### src/include/bcx_params.svh
`ifndef BCX_PARAMS_SVH
`define BCX_PARAMS_SVH
`define BCX_PC_W        16
`define BCX_PC_RST      16'h0000
`define BCX_PC_ONE      16'h0001
`define BCX_SKIP1_WORDS 16'h0002
`define BCX_SKIP2_WORDS 16'h0003
`define BCX_OP_INDIRECT_CALL    16'h9509
`define BCX_OP_RET      16'h9508
`define BCX_OP_INTERRUPT_EXIT     16'h9518
`define BCX_MSK_RR      16'hFC00
`define BCX_OP_COMPARE_SKIP_EQUAL     16'h1000
`define BCX_OP_CP       16'h1400
`define BCX_OP_CPC      16'h0400
`define BCX_MSK_CPI     16'hF000
`define BCX_OP_CPI      16'h3000
`define BCX_MSK_SBR     16'hFE08
`define BCX_OP_SKIP_REG_BIT_CLEAR     16'hFC00
`define BCX_OP_SKIP_REG_BIT_SET     16'hFE00
`define BCX_MSK_SBI     16'hFF00
`define BCX_OP_SKIP_IO_BIT_CLEAR     16'h9900
`define BCX_OP_SKIP_IO_BIT_SET     16'h9B00
`define BCX_MSK_BRB     16'hFC00
`define BCX_OP_BRANCH_STATUS_SET     16'hF000
`define BCX_OP_BRANCH_STATUS_CLEAR     16'hF400
`define BCX_F_BIT_HI    2
`define BCX_F_BIT_LO    0
`define BCX_F_K_HI      9
`define BCX_F_K_LO      3
`define BCX_F_KH_HI     11
`define BCX_F_KH_LO     8
`define BCX_F_KL_HI     3
`define BCX_F_KL_LO     0
`define BCX_SR_C        0
`define BCX_SR_Z        1
`define BCX_SR_N        2
`define BCX_SR_V        3
`define BCX_SR_S        4
`define BCX_SR_H        5
`define BCX_SR_T        6
`define BCX_SR_I        7
`define BCX_SR_RST      8'h00
`define BCX_STALL_NONE  2'h0
`define BCX_STALL_ONE   2'h1
`define BCX_STALL_TWO   2'h2
`define BCX_STALL_INDIRECT_CALL 2'h2
`define BCX_STALL_RET   2'h3
`define BCX_ADDR_CTRL   8'h00
`define BCX_ADDR_PC     8'h04
`define BCX_ADDR_STATUS_REGISTER   8'h08
`define BCX_ADDR_STAT   8'h0C
`define BCX_CTRL_EN     0
`define BCX_CTRL_RST    1'b1
`define BCX_STAT_BUSY   0
`define BCX_STAT_UNH    1
`define BCX_STAT_TAKEN  2
`endif

### src/include/bcx_pkg.sv
package bcx_pkg;
  typedef enum logic [1:0] {
    BCX_ST_IDLE  = 2'b01,
    BCX_ST_STALL = 2'b10
  } bcx_state_e;
endpackage

### src/logic/bcx_exec.sv
`timescale 1ns/10ps
`include "bcx_params.svh"
module bcx_exec (
  input  wire logic                 clk_sys_in,
  input  wire logic                 sys_rst_in,
  input  wire logic                 hsel_in,
  input  wire logic [31:0]          haddr_in,
  input  wire logic [1:0]           htrans_in,
  input  wire logic                 hwrite_in,
  input  wire logic [2:0]           hsize_in,
  input  wire logic [31:0]          hwdata_in,
  input  wire logic                 hready_in,
  output logic      [31:0]          hrdata_out,
  output logic                      hreadyout_out,
  output logic                      hresp_out,
  input  wire logic                 instr_valid_in,
  input  wire logic [15:0]          instr_word_in,
  input  wire logic                 next_two_word_in,
  input  wire logic [7:0]           rd_data_in,
  input  wire logic [7:0]           rr_data_in,
  input  wire logic [7:0]           io_data_in,
  input  wire logic [`BCX_PC_W-1:0] z_ptr_in,
  input  wire logic [`BCX_PC_W-1:0] stack_top_in,
  output logic                      instr_ready_out,
  output logic [`BCX_PC_W-1:0]      pc_out,
  output logic [7:0]                status_register_out,
  output logic                      stack_push_out,
  output logic                      stack_pop_out,
  output logic [`BCX_PC_W-1:0]      stack_data_out,
  output logic                      unhandled_out
);
  bcx_pkg::bcx_state_e state_reg;
  logic [1:0]           stall_reg;
  logic                 ready_reg;
  logic [`BCX_PC_W-1:0] pc_reg;
  logic [7:0]           status_register_reg;
  logic                 ctrl_en_reg;
  logic                 unh_flag_reg;
  logic                 taken_reg;
  logic                 wr_pend_reg;
  logic [7:0]           wr_addr_reg;
  logic                 rd_pend_reg;
  logic [7:0]           rd_addr_reg;
  logic                 take;
  logic                 addr_ok;
  logic                 bus_wr;
  logic [`BCX_PC_W-1:0] pc_next;
  logic [7:0]           status_register_next;
  logic [1:0]           stall_next;
  logic                 push_c;
  logic                 pop_c;
  logic                 taken_c;
  logic                 unh_c;
  logic [`BCX_PC_W-1:0] pc_inc;
  logic [`BCX_PC_W-1:0] pc_skip;
  logic [`BCX_PC_W-1:0] pc_branch;
  logic [`BCX_PC_W-1:0] k_ext;
  logic [6:0]           k_fld;
  logic [2:0]           bsel;
  logic [7:0]           opb;
  logic                 cin;
  logic [7:0]           diff;
  logic                 is_cmp;
  logic                 skip_c;

  // an instruction is taken only while the unit says ready
  assign take    = instr_valid_in & ready_reg;
  assign addr_ok = hsel_in & htrans_in[1] & hready_in;
  assign bus_wr  = wr_pend_reg;

  // shared operand pieces
  assign bsel    = instr_word_in[`BCX_F_BIT_HI:`BCX_F_BIT_LO];
  assign k_fld   = instr_word_in[`BCX_F_K_HI:`BCX_F_K_LO];
  assign k_ext   = {{(`BCX_PC_W-7){k_fld[6]}}, k_fld};
  assign pc_inc  = pc_reg + `BCX_PC_ONE;
  // skip over one or two words
  assign pc_skip = next_two_word_in ? pc_reg + `BCX_SKIP2_WORDS
                                    : pc_reg + `BCX_SKIP1_WORDS;
  assign pc_branch = pc_reg + k_ext + `BCX_PC_ONE;

  // compare operand select; difference is never written back
  always_comb begin
    opb = rr_data_in;
    cin = 1'b0;
    if ((instr_word_in & `BCX_MSK_CPI) == `BCX_OP_CPI) begin
      opb = {instr_word_in[`BCX_F_KH_HI:`BCX_F_KH_LO],
             instr_word_in[`BCX_F_KL_HI:`BCX_F_KL_LO]};
    end
    if ((instr_word_in & `BCX_MSK_RR) == `BCX_OP_CPC) begin
      cin = status_register_reg[`BCX_SR_C];
    end
  end
  assign diff = rd_data_in - opb - {7'h00, cin};

  // instruction decode and next program counter
  always_comb begin
    pc_next    = pc_inc;
    status_register_next  = status_register_reg;
    stall_next = `BCX_STALL_NONE;
    push_c     = 1'b0;
    pop_c      = 1'b0;
    taken_c    = 1'b0;
    unh_c      = 1'b0;
    is_cmp     = 1'b0;
    skip_c     = 1'b0;
    if (instr_word_in == `BCX_OP_INDIRECT_CALL) begin
      push_c     = 1'b1;
      pc_next    = z_ptr_in;
      stall_next = `BCX_STALL_INDIRECT_CALL;
    end else if (instr_word_in == `BCX_OP_RET) begin
      pop_c      = 1'b1;
      pc_next    = stack_top_in;
      stall_next = `BCX_STALL_RET;
    end else if (instr_word_in == `BCX_OP_INTERRUPT_EXIT) begin
      pop_c      = 1'b1;
      pc_next    = stack_top_in;
      stall_next = `BCX_STALL_RET;
      status_register_next[`BCX_SR_I] = 1'b1;
    end else if ((instr_word_in & `BCX_MSK_RR) == `BCX_OP_COMPARE_SKIP_EQUAL) begin
      skip_c = (rd_data_in == rr_data_in);
    end else if (((instr_word_in & `BCX_MSK_RR) == `BCX_OP_CP) ||
                 ((instr_word_in & `BCX_MSK_RR) == `BCX_OP_CPC) ||
                 ((instr_word_in & `BCX_MSK_CPI) == `BCX_OP_CPI)) begin
      is_cmp = 1'b1;
    end else if ((instr_word_in & `BCX_MSK_SBR) == `BCX_OP_SKIP_REG_BIT_CLEAR) begin
      skip_c = ~rr_data_in[bsel];
    end else if ((instr_word_in & `BCX_MSK_SBR) == `BCX_OP_SKIP_REG_BIT_SET) begin
      skip_c = rr_data_in[bsel];
    end else if ((instr_word_in & `BCX_MSK_SBI) == `BCX_OP_SKIP_IO_BIT_CLEAR) begin
      skip_c = ~io_data_in[bsel];
    end else if ((instr_word_in & `BCX_MSK_SBI) == `BCX_OP_SKIP_IO_BIT_SET) begin
      skip_c = io_data_in[bsel];
    end else if ((instr_word_in & `BCX_MSK_BRB) == `BCX_OP_BRANCH_STATUS_SET) begin
      taken_c = status_register_reg[bsel];
    end else if ((instr_word_in & `BCX_MSK_BRB) == `BCX_OP_BRANCH_STATUS_CLEAR) begin
      taken_c = ~status_register_reg[bsel];
    end else begin
      unh_c = 1'b1; // left to the neighbouring units, step past it
    end
    if (skip_c) begin
      pc_next    = pc_skip;
      // two-word skip costs a cycle more
      stall_next = next_two_word_in ? `BCX_STALL_TWO : `BCX_STALL_ONE;
      taken_c    = 1'b1;
    end else if (taken_c) begin
      pc_next    = pc_branch;
      stall_next = `BCX_STALL_ONE;
    end
    if (is_cmp) begin
      status_register_next[`BCX_SR_H] = (~rd_data_in[3] & opb[3]) | (opb[3] & diff[3]) |
                             (diff[3] & ~rd_data_in[3]);
      status_register_next[`BCX_SR_V] = (rd_data_in[7] & ~opb[7] & ~diff[7]) |
                             (~rd_data_in[7] & opb[7] & diff[7]);
      status_register_next[`BCX_SR_N] = diff[7];
      status_register_next[`BCX_SR_C] = (~rd_data_in[7] & opb[7]) | (opb[7] & diff[7]) |
                             (diff[7] & ~rd_data_in[7]);
      status_register_next[`BCX_SR_S] = status_register_next[`BCX_SR_N] ^ status_register_next[`BCX_SR_V];
      // with carry the zero flag only survives, it is never set
      if (cin || ((instr_word_in & `BCX_MSK_RR) == `BCX_OP_CPC)) begin
        status_register_next[`BCX_SR_Z] = (diff == 8'h00) & status_register_reg[`BCX_SR_Z];
      end else begin
        status_register_next[`BCX_SR_Z] = (diff == 8'h00);
      end
    end
  end

  // stall sequencer; ready drops for the extra cycles of a multi-cycle op
  always_ff @(posedge clk_sys_in or posedge sys_rst_in) begin
    if (sys_rst_in) begin
      state_reg <= bcx_pkg::BCX_ST_IDLE;
      stall_reg <= `BCX_STALL_NONE;
      ready_reg <= 1'b0;
    end else begin
      case (state_reg)
        bcx_pkg::BCX_ST_IDLE: begin
          if (take && (stall_next != `BCX_STALL_NONE)) begin
            state_reg <= bcx_pkg::BCX_ST_STALL;
            stall_reg <= stall_next;
            ready_reg <= 1'b0;
          end else begin
            ready_reg <= ctrl_en_reg;
          end
        end
        bcx_pkg::BCX_ST_STALL: begin
          stall_reg <= stall_reg - 2'h1;
          if (stall_reg == `BCX_STALL_ONE) begin
            state_reg <= bcx_pkg::BCX_ST_IDLE;
            ready_reg <= ctrl_en_reg;
          end
        end
        default: begin
          state_reg <= bcx_pkg::BCX_ST_IDLE;
          stall_reg <= `BCX_STALL_NONE;
          ready_reg <= 1'b0;
        end
      endcase
    end
  end

  // program counter; a bus write wins over execution in the same cycle
  always_ff @(posedge clk_sys_in or posedge sys_rst_in) begin
    if (sys_rst_in) begin
      pc_reg <= `BCX_PC_RST;
    end else if (bus_wr && (wr_addr_reg == `BCX_ADDR_PC)) begin
      pc_reg <= hwdata_in[`BCX_PC_W-1:0];
    end else if (take) begin
      pc_reg <= pc_next;
    end
  end

  // status register, same priority as the program counter
  always_ff @(posedge clk_sys_in or posedge sys_rst_in) begin
    if (sys_rst_in) begin
      status_register_reg <= `BCX_SR_RST;
    end else if (bus_wr && (wr_addr_reg == `BCX_ADDR_STATUS_REGISTER)) begin
      status_register_reg <= hwdata_in[7:0];
    end else if (take) begin
      status_register_reg <= status_register_next;
    end
  end

  // stack strobes and return address, one-cycle pulses
  always_ff @(posedge clk_sys_in or posedge sys_rst_in) begin
    if (sys_rst_in) begin
      stack_push_out <= 1'b0;
      stack_pop_out  <= 1'b0;
      stack_data_out <= `BCX_PC_RST;
      unhandled_out  <= 1'b0;
    end else begin
      stack_push_out <= take & push_c;
      stack_pop_out  <= take & pop_c;
      unhandled_out  <= take & unh_c;
      if (take && push_c) begin
        stack_data_out <= pc_inc; // indirect_call is one word long
      end
    end
  end

  // control, sticky unhandled flag and last-taken status; a new event beats a same-cycle clear
  always_ff @(posedge clk_sys_in or posedge sys_rst_in) begin
    if (sys_rst_in) begin
      ctrl_en_reg  <= `BCX_CTRL_RST;
      unh_flag_reg <= 1'b0;
      taken_reg    <= 1'b0;
    end else begin
      if (bus_wr && (wr_addr_reg == `BCX_ADDR_CTRL)) begin
        ctrl_en_reg <= hwdata_in[`BCX_CTRL_EN];
      end
      unh_flag_reg <= (take & unh_c) | (unh_flag_reg &
                      ~(bus_wr && (wr_addr_reg == `BCX_ADDR_STAT) &&
                        hwdata_in[`BCX_STAT_UNH]));
      if (take) begin
        taken_reg <= taken_c;
      end
    end
  end

  // ahb address phase capture; reads take one wait state so the
  // mux sees any write that finished in the preceding data phase
  always_ff @(posedge clk_sys_in or posedge sys_rst_in) begin
    if (sys_rst_in) begin
      wr_pend_reg <= 1'b0;
      wr_addr_reg <= 8'h00;
      rd_pend_reg <= 1'b0;
      rd_addr_reg <= 8'h00;
    end else begin
      wr_pend_reg <= addr_ok & hwrite_in;
      rd_pend_reg <= addr_ok & ~hwrite_in;
      if (addr_ok) begin
        wr_addr_reg <= haddr_in[7:0];
        rd_addr_reg <= haddr_in[7:0];
      end
    end
  end

  // read data and ready; unmapped offsets read zero, always OKAY
  always_ff @(posedge clk_sys_in or posedge sys_rst_in) begin
    if (sys_rst_in) begin
      hrdata_out    <= 32'h0000_0000;
      hreadyout_out <= 1'b1;
      hresp_out     <= 1'b0;
    end else begin
      hresp_out <= 1'b0;
      if (addr_ok && !hwrite_in) begin
        hreadyout_out <= 1'b0;
      end else if (rd_pend_reg) begin
        hreadyout_out <= 1'b1;
        case (rd_addr_reg)
          `BCX_ADDR_CTRL: hrdata_out <= {31'h0000_0000, ctrl_en_reg};
          `BCX_ADDR_PC:   hrdata_out <= {16'h0000, pc_reg};
          `BCX_ADDR_STATUS_REGISTER: hrdata_out <= {24'h00_0000, status_register_reg};
          `BCX_ADDR_STAT: hrdata_out <= {29'h0000_0000, taken_reg,
                                         unh_flag_reg, ~ready_reg};
          default:        hrdata_out <= 32'h0000_0000;
        endcase
      end
    end
  end

  // core side mirrors
  assign instr_ready_out = ready_reg;
  assign pc_out          = pc_reg;
  assign status_register_out        = status_register_reg;
endmodule

### config.mk
export PLATFORM = sky130hd
export DESIGN_NAME = bcx_exec
export DESIGN_NICKNAME = d
export VERILOG_FILES = /design/src/include/bcx_pkg.sv /design/src/logic/bcx_exec.sv
export VERILOG_INCLUDE_DIRS = /design/src /design/src/include
export SDC_FILE = /design/constraint.sdc
export NUM_CORES = 1
export LEC_CHECK = 0
export BUFFER_PORTS_ARGS = -buffer_cell sky130_fd_sc_hd__buf_4
export CAP_MARGIN = 5
export CORE_ASPECT_RATIO = 0.75
export CORE_MARGIN = 2
export CORE_UTILIZATION = 47
export CTS_CLUSTER_DIAMETER = 40
export DETAILED_ROUTE_END_ITERATION = 10
export PLACE_DENSITY = 0.78
export SYNTH_ARGS = -nofsm -noshare
export SYNTH_HDL_FRONTEND = slang
export SYNTH_SLANG_ARGS = --single-unit
### constraint.sdc
create_clock -name clk_sys_in -period 2.9 [get_ports clk_sys_in]
set_clock_uncertainty 0.05 [all_clocks]
set_input_delay 0.29 -clock clk_sys_in [delete_from_list [all_inputs] [get_ports clk_sys_in]]
set_output_delay 0.29 -clock clk_sys_in [all_outputs]
set_load 0.01 [all_outputs]
==> impl_metrics.env <==
export IMPL_status="finished, violations left"
export IMPL_violations="negative setup slack"
export IMPL_fin_area_um2=9300
export IMPL_synth_simple_gate_area_share_pct=21.2
export IMPL_critPathLaunchType="primary input"
export IMPL_diodes=0
export IMPL_synth_edff_count=0
export IMPL_r2r_end="status_register_out[1]"
export IMPL_p_per_area_nw_per_um2=701
export IMPL_fmax_mhz=339
export IMPL_yosysWarnings=0
export IMPL_cts_sinks=78
export IMPL_critical_path_class="in -> reg"
export IMPL_register_area_um2=1960
export IMPL_r2r_slack_ns=0.09
export IMPL_grt_pass1_wl_um=37100
export IMPL_initial_core_util_pct=48.4
export IMPL_cp_arrival_ns=3.15
export IMPL_grt_overflow_total=0
export IMPL_rsz0062_at_grt="yes"
export IMPL_wire_per_inst_um=21.0
export IMPL_place_congestion=0.995
export IMPL_hold_violations=0
export IMPL_rr_worst_depth=10
export IMPL_synth_top_family_by_area="simple AND/OR/NAND/NOR gates"
export IMPL_die_y_um=107
export IMPL_drive_gt1_share_pct=35.6
export IMPL_synth_compound_area_share_pct=21.0
export IMPL_fp_row_count=37
export IMPL_wl_met2_um=10400
export IMPL_slew_violations=0
export IMPL_drtIter0Drc=824
export IMPL_crit_path_end_kind="flip-flop"
export IMPL_drc=0
export IMPL_area_growth_synth_to_final_pct=38.8
export IMPL_finalNetCount=1207
export IMPL_wl_met1_um=10600
export IMPL_cts_tree="done"
export IMPL_fin_hold_ws_ns=0.0839
export IMPL_final_util_pct=67.2
export IMPL_multiInputGateArea_um2=4670
export IMPL_detail_route_antenna_nets=0
export IMPL_leakagePower_nw=4.24
export IMPL_vias_per_cell=6.18
export IMPL_setup_viol=1
export IMPL_synthMuxAreaShare_pct=8.24
export IMPL_maxSlewHeadroom_pct=54.9
export IMPL_avgSynthCellArea_um2=8.47
export IMPL_synth_area_leaders="dfrtp_1 28%, ha_1 6.7%, nand2_1 4.8%"
export IMPL_root_buffer="clkbuf_16"
export IMPL_syn_inst=791
export IMPL_crit_required_ns=3.10
export IMPL_wl_um=25300
export IMPL_netlist_area_um2=6700
export IMPL_timing_final_crit_period_ns=2.95
export IMPL_grt_start_max_net_pins=44
export IMPL_port_buffers=164
export IMPL_tns_ns=-0.0489
export IMPL_yosys_area_top_type="dfrtp_1"
export IMPL_antenna_found_initial=0
export IMPL_min_delay_start="hwrite_in"
export IMPL_synth_xor_area_share_pct=5.62
export IMPL_ir_worst_vdd_mv=0.452
export IMPL_die_x_um=142
export IMPL_hold_path_cell_count=2
export IMPL_synthDistinctLibCells=86
export IMPL_ys_ff_latch=78
export IMPL_cts_max_level=3
export IMPL_clk_pin_slew_ns=0.06
export IMPL_top_layer="met4"
export IMPL_synth_flop_cell="dfrtp_1"
export IMPL_hold_class="in -> reg"
export IMPL_fillCellCount=1096
export IMPL_die_area_um2=15200
export IMPL_synth_top_cell_area_share_pct=28.0
export IMPL_holdPathEnd="rd_pend_reg"
export IMPL_first_global_vias=6848
export IMPL_coreArea_um2=13800
export IMPL_post_dp_cell_area_um2=8670
export IMPL_fin_crit_sh_pct=102
export IMPL_crit_path_max_fanout=5
export IMPL_drv_cap=0
export IMPL_pin_count=226
export IMPL_dp_hpwl_um=19500
export IMPL_seq_area_frac_synth_pct=29.2
export IMPL_async_flop_share_pct=100
export IMPL_grt_usage_pct=31.8
export IMPL_clock_latency_ns=0.34
export IMPL_worst_pin_slew_ns=0.671
export IMPL_vias=7419
export IMPL_drt_first_pass_iters=5
export IMPL_synthAdderAreaFrac_pct=7.62
export IMPL_timing_rr_start="status_register_out[0]"
export IMPL_layout_setup_ws_ns=-0.0489
export IMPL_cts_path_max_buffers=2
export IMPL_wl_met3_um=3660
export IMPL_numCtsBuffers=9
cell usage after synthesis, types with 12 or more instances:
| library cell | count |
|---|---|
| a21oi_1 | 39 |
| a31oi_1 | 14 |
| and3_1 | 13 |
| buf_4 | 19 |
| clkbuf_1 | 31 |
| dfrtp_1 | 75 |
| ha_1 | 36 |
| inv_1 | 41 |
| mux2_2 | 21 |
| mux2i_1 | 12 |
| nand2_1 | 86 |
| nand3_1 | 24 |
| nor2_1 | 55 |
| nor3_1 | 29 |
| o21ai_0 | 49 |
| o31ai_1 | 13 |
| xnor2_1 | 21 |
| xor2_1 | 22 |
per-stage QoR:
stage	setup WS [ns]	total power, mW	cells
global route	-0.240	6.84	1200
finish	-0.0489	6.52	1200
CTS	0.00173	6.28	1200
detailed placement	-0.408	5.06	1179
floorplan	-0.147	3.59	807
global placement	-0.315	5.01	1179
worst max-delay path, stage by stage:
cell and delay (ns):
buf_6 0.09, or2_4 0.25, nor2_4 0.20, mux2_4 0.33
fa_2 0.58, inv_2 0.05, ha_4 0.26, xnor2_2 0.10
nand3_1 0.09, nor2_1 0.14, o41ai_2 0.11, or4_1 0.43
o31ai_2 0.22
logic make-up (layout without fill, tap and decap cells):
kind of cell | Yosys count | after routing
AO/OA/AOI/OAI | 204 | 204
adder cells (fa/ha/maj) | 39 | 39
flip-flops | 78 | 78
AND/OR/NAND/NOR | 283 | 283
XOR/XNOR | 43 | 43
multiplexers | 42 | 42
other | 1 | 17
buffers and inverters | 101 | 319
routing by layer:
metal	vias to the layer above	GRT usage (%)
li1	3325	-
met2	539	45.2
met1	3486	47.3
met3	69	9.96
met4	0	6.07
met5	-	0
layout by cell type, fill, tap and decap left out, types with 5 or more instances in the layout:
cell type and n:
and2_1 5, clkbuf_16 9, mux4_2 6, or3_1 9
and3_1 12, o21ai_0 44, buf_4 254, o21a_1 6
a21o_1 5, xnor2_1 19, a22o_1 9, o32ai_1 5
a21oi_1 36, conb_1 17, mux2i_1 11, ha_4 11
nand4_1 11, a211oi_1 7, nor3_1 29, ha_1 24
xor2_1 21, mux2_4 6, inv_1 33, nor4_1 11
mux2_2 15, nand2b_1 6, dfrtp_1 75, a31oi_1 14
o211ai_1 5, a22oi_1 9, nand3_1 22, o31ai_1 11
buf_6 6, nand2_1 85, nor2_1 54, inv_2 7
layout make-up:
type	instances	share of cell area, %
Clock buffer	13	2.69
Clock inverter	3	0.498
Inverter	41	1.67
Multi-Input combinational cell	628	50.2
Sequential cell	78	21.0
Tap cell	175	2.35
Timing Repair Buffer	262	21.6
power breakdown:
| group | internal, mW | switching, mW | leakage (nW) |
|---|---|---|---|
| logic | 1.71 | 2.09 | 3.09 |
| registers | 1.30 | 0.266 | 1.01 |
| clock network | 0.694 | 0.458 | 0.140 |
worst max-delay path by stage:
stage,start,endpoint,slack (ns),depth (start not counted)
after global placement,instr_word_in[14],status_register_out[1],-0.32,13
after floorplan,instr_word_in[14],status_register_out[3],-0.15,13
after CTS,instr_word_in[14],status_register_out[4],0.002,16
final,instr_word_in[14],status_register_out[1],-0.05,13
after global routing,instr_word_in[14],status_register_out[1],-0.24,13
after detailed placement,instr_word_in[14],status_register_out[1],-0.41,13
what timing repair did:
item                                    4_1_cts  5_1_grt
gates resized for setup                       4       52
endpoints found under the setup margin        4        8
hold buffers                                  1        0
buffers inserted                              4        0
pin swaps                                     1       16
endpoints found under the hold margin        32        0
(Power assumes the default switching activity.)
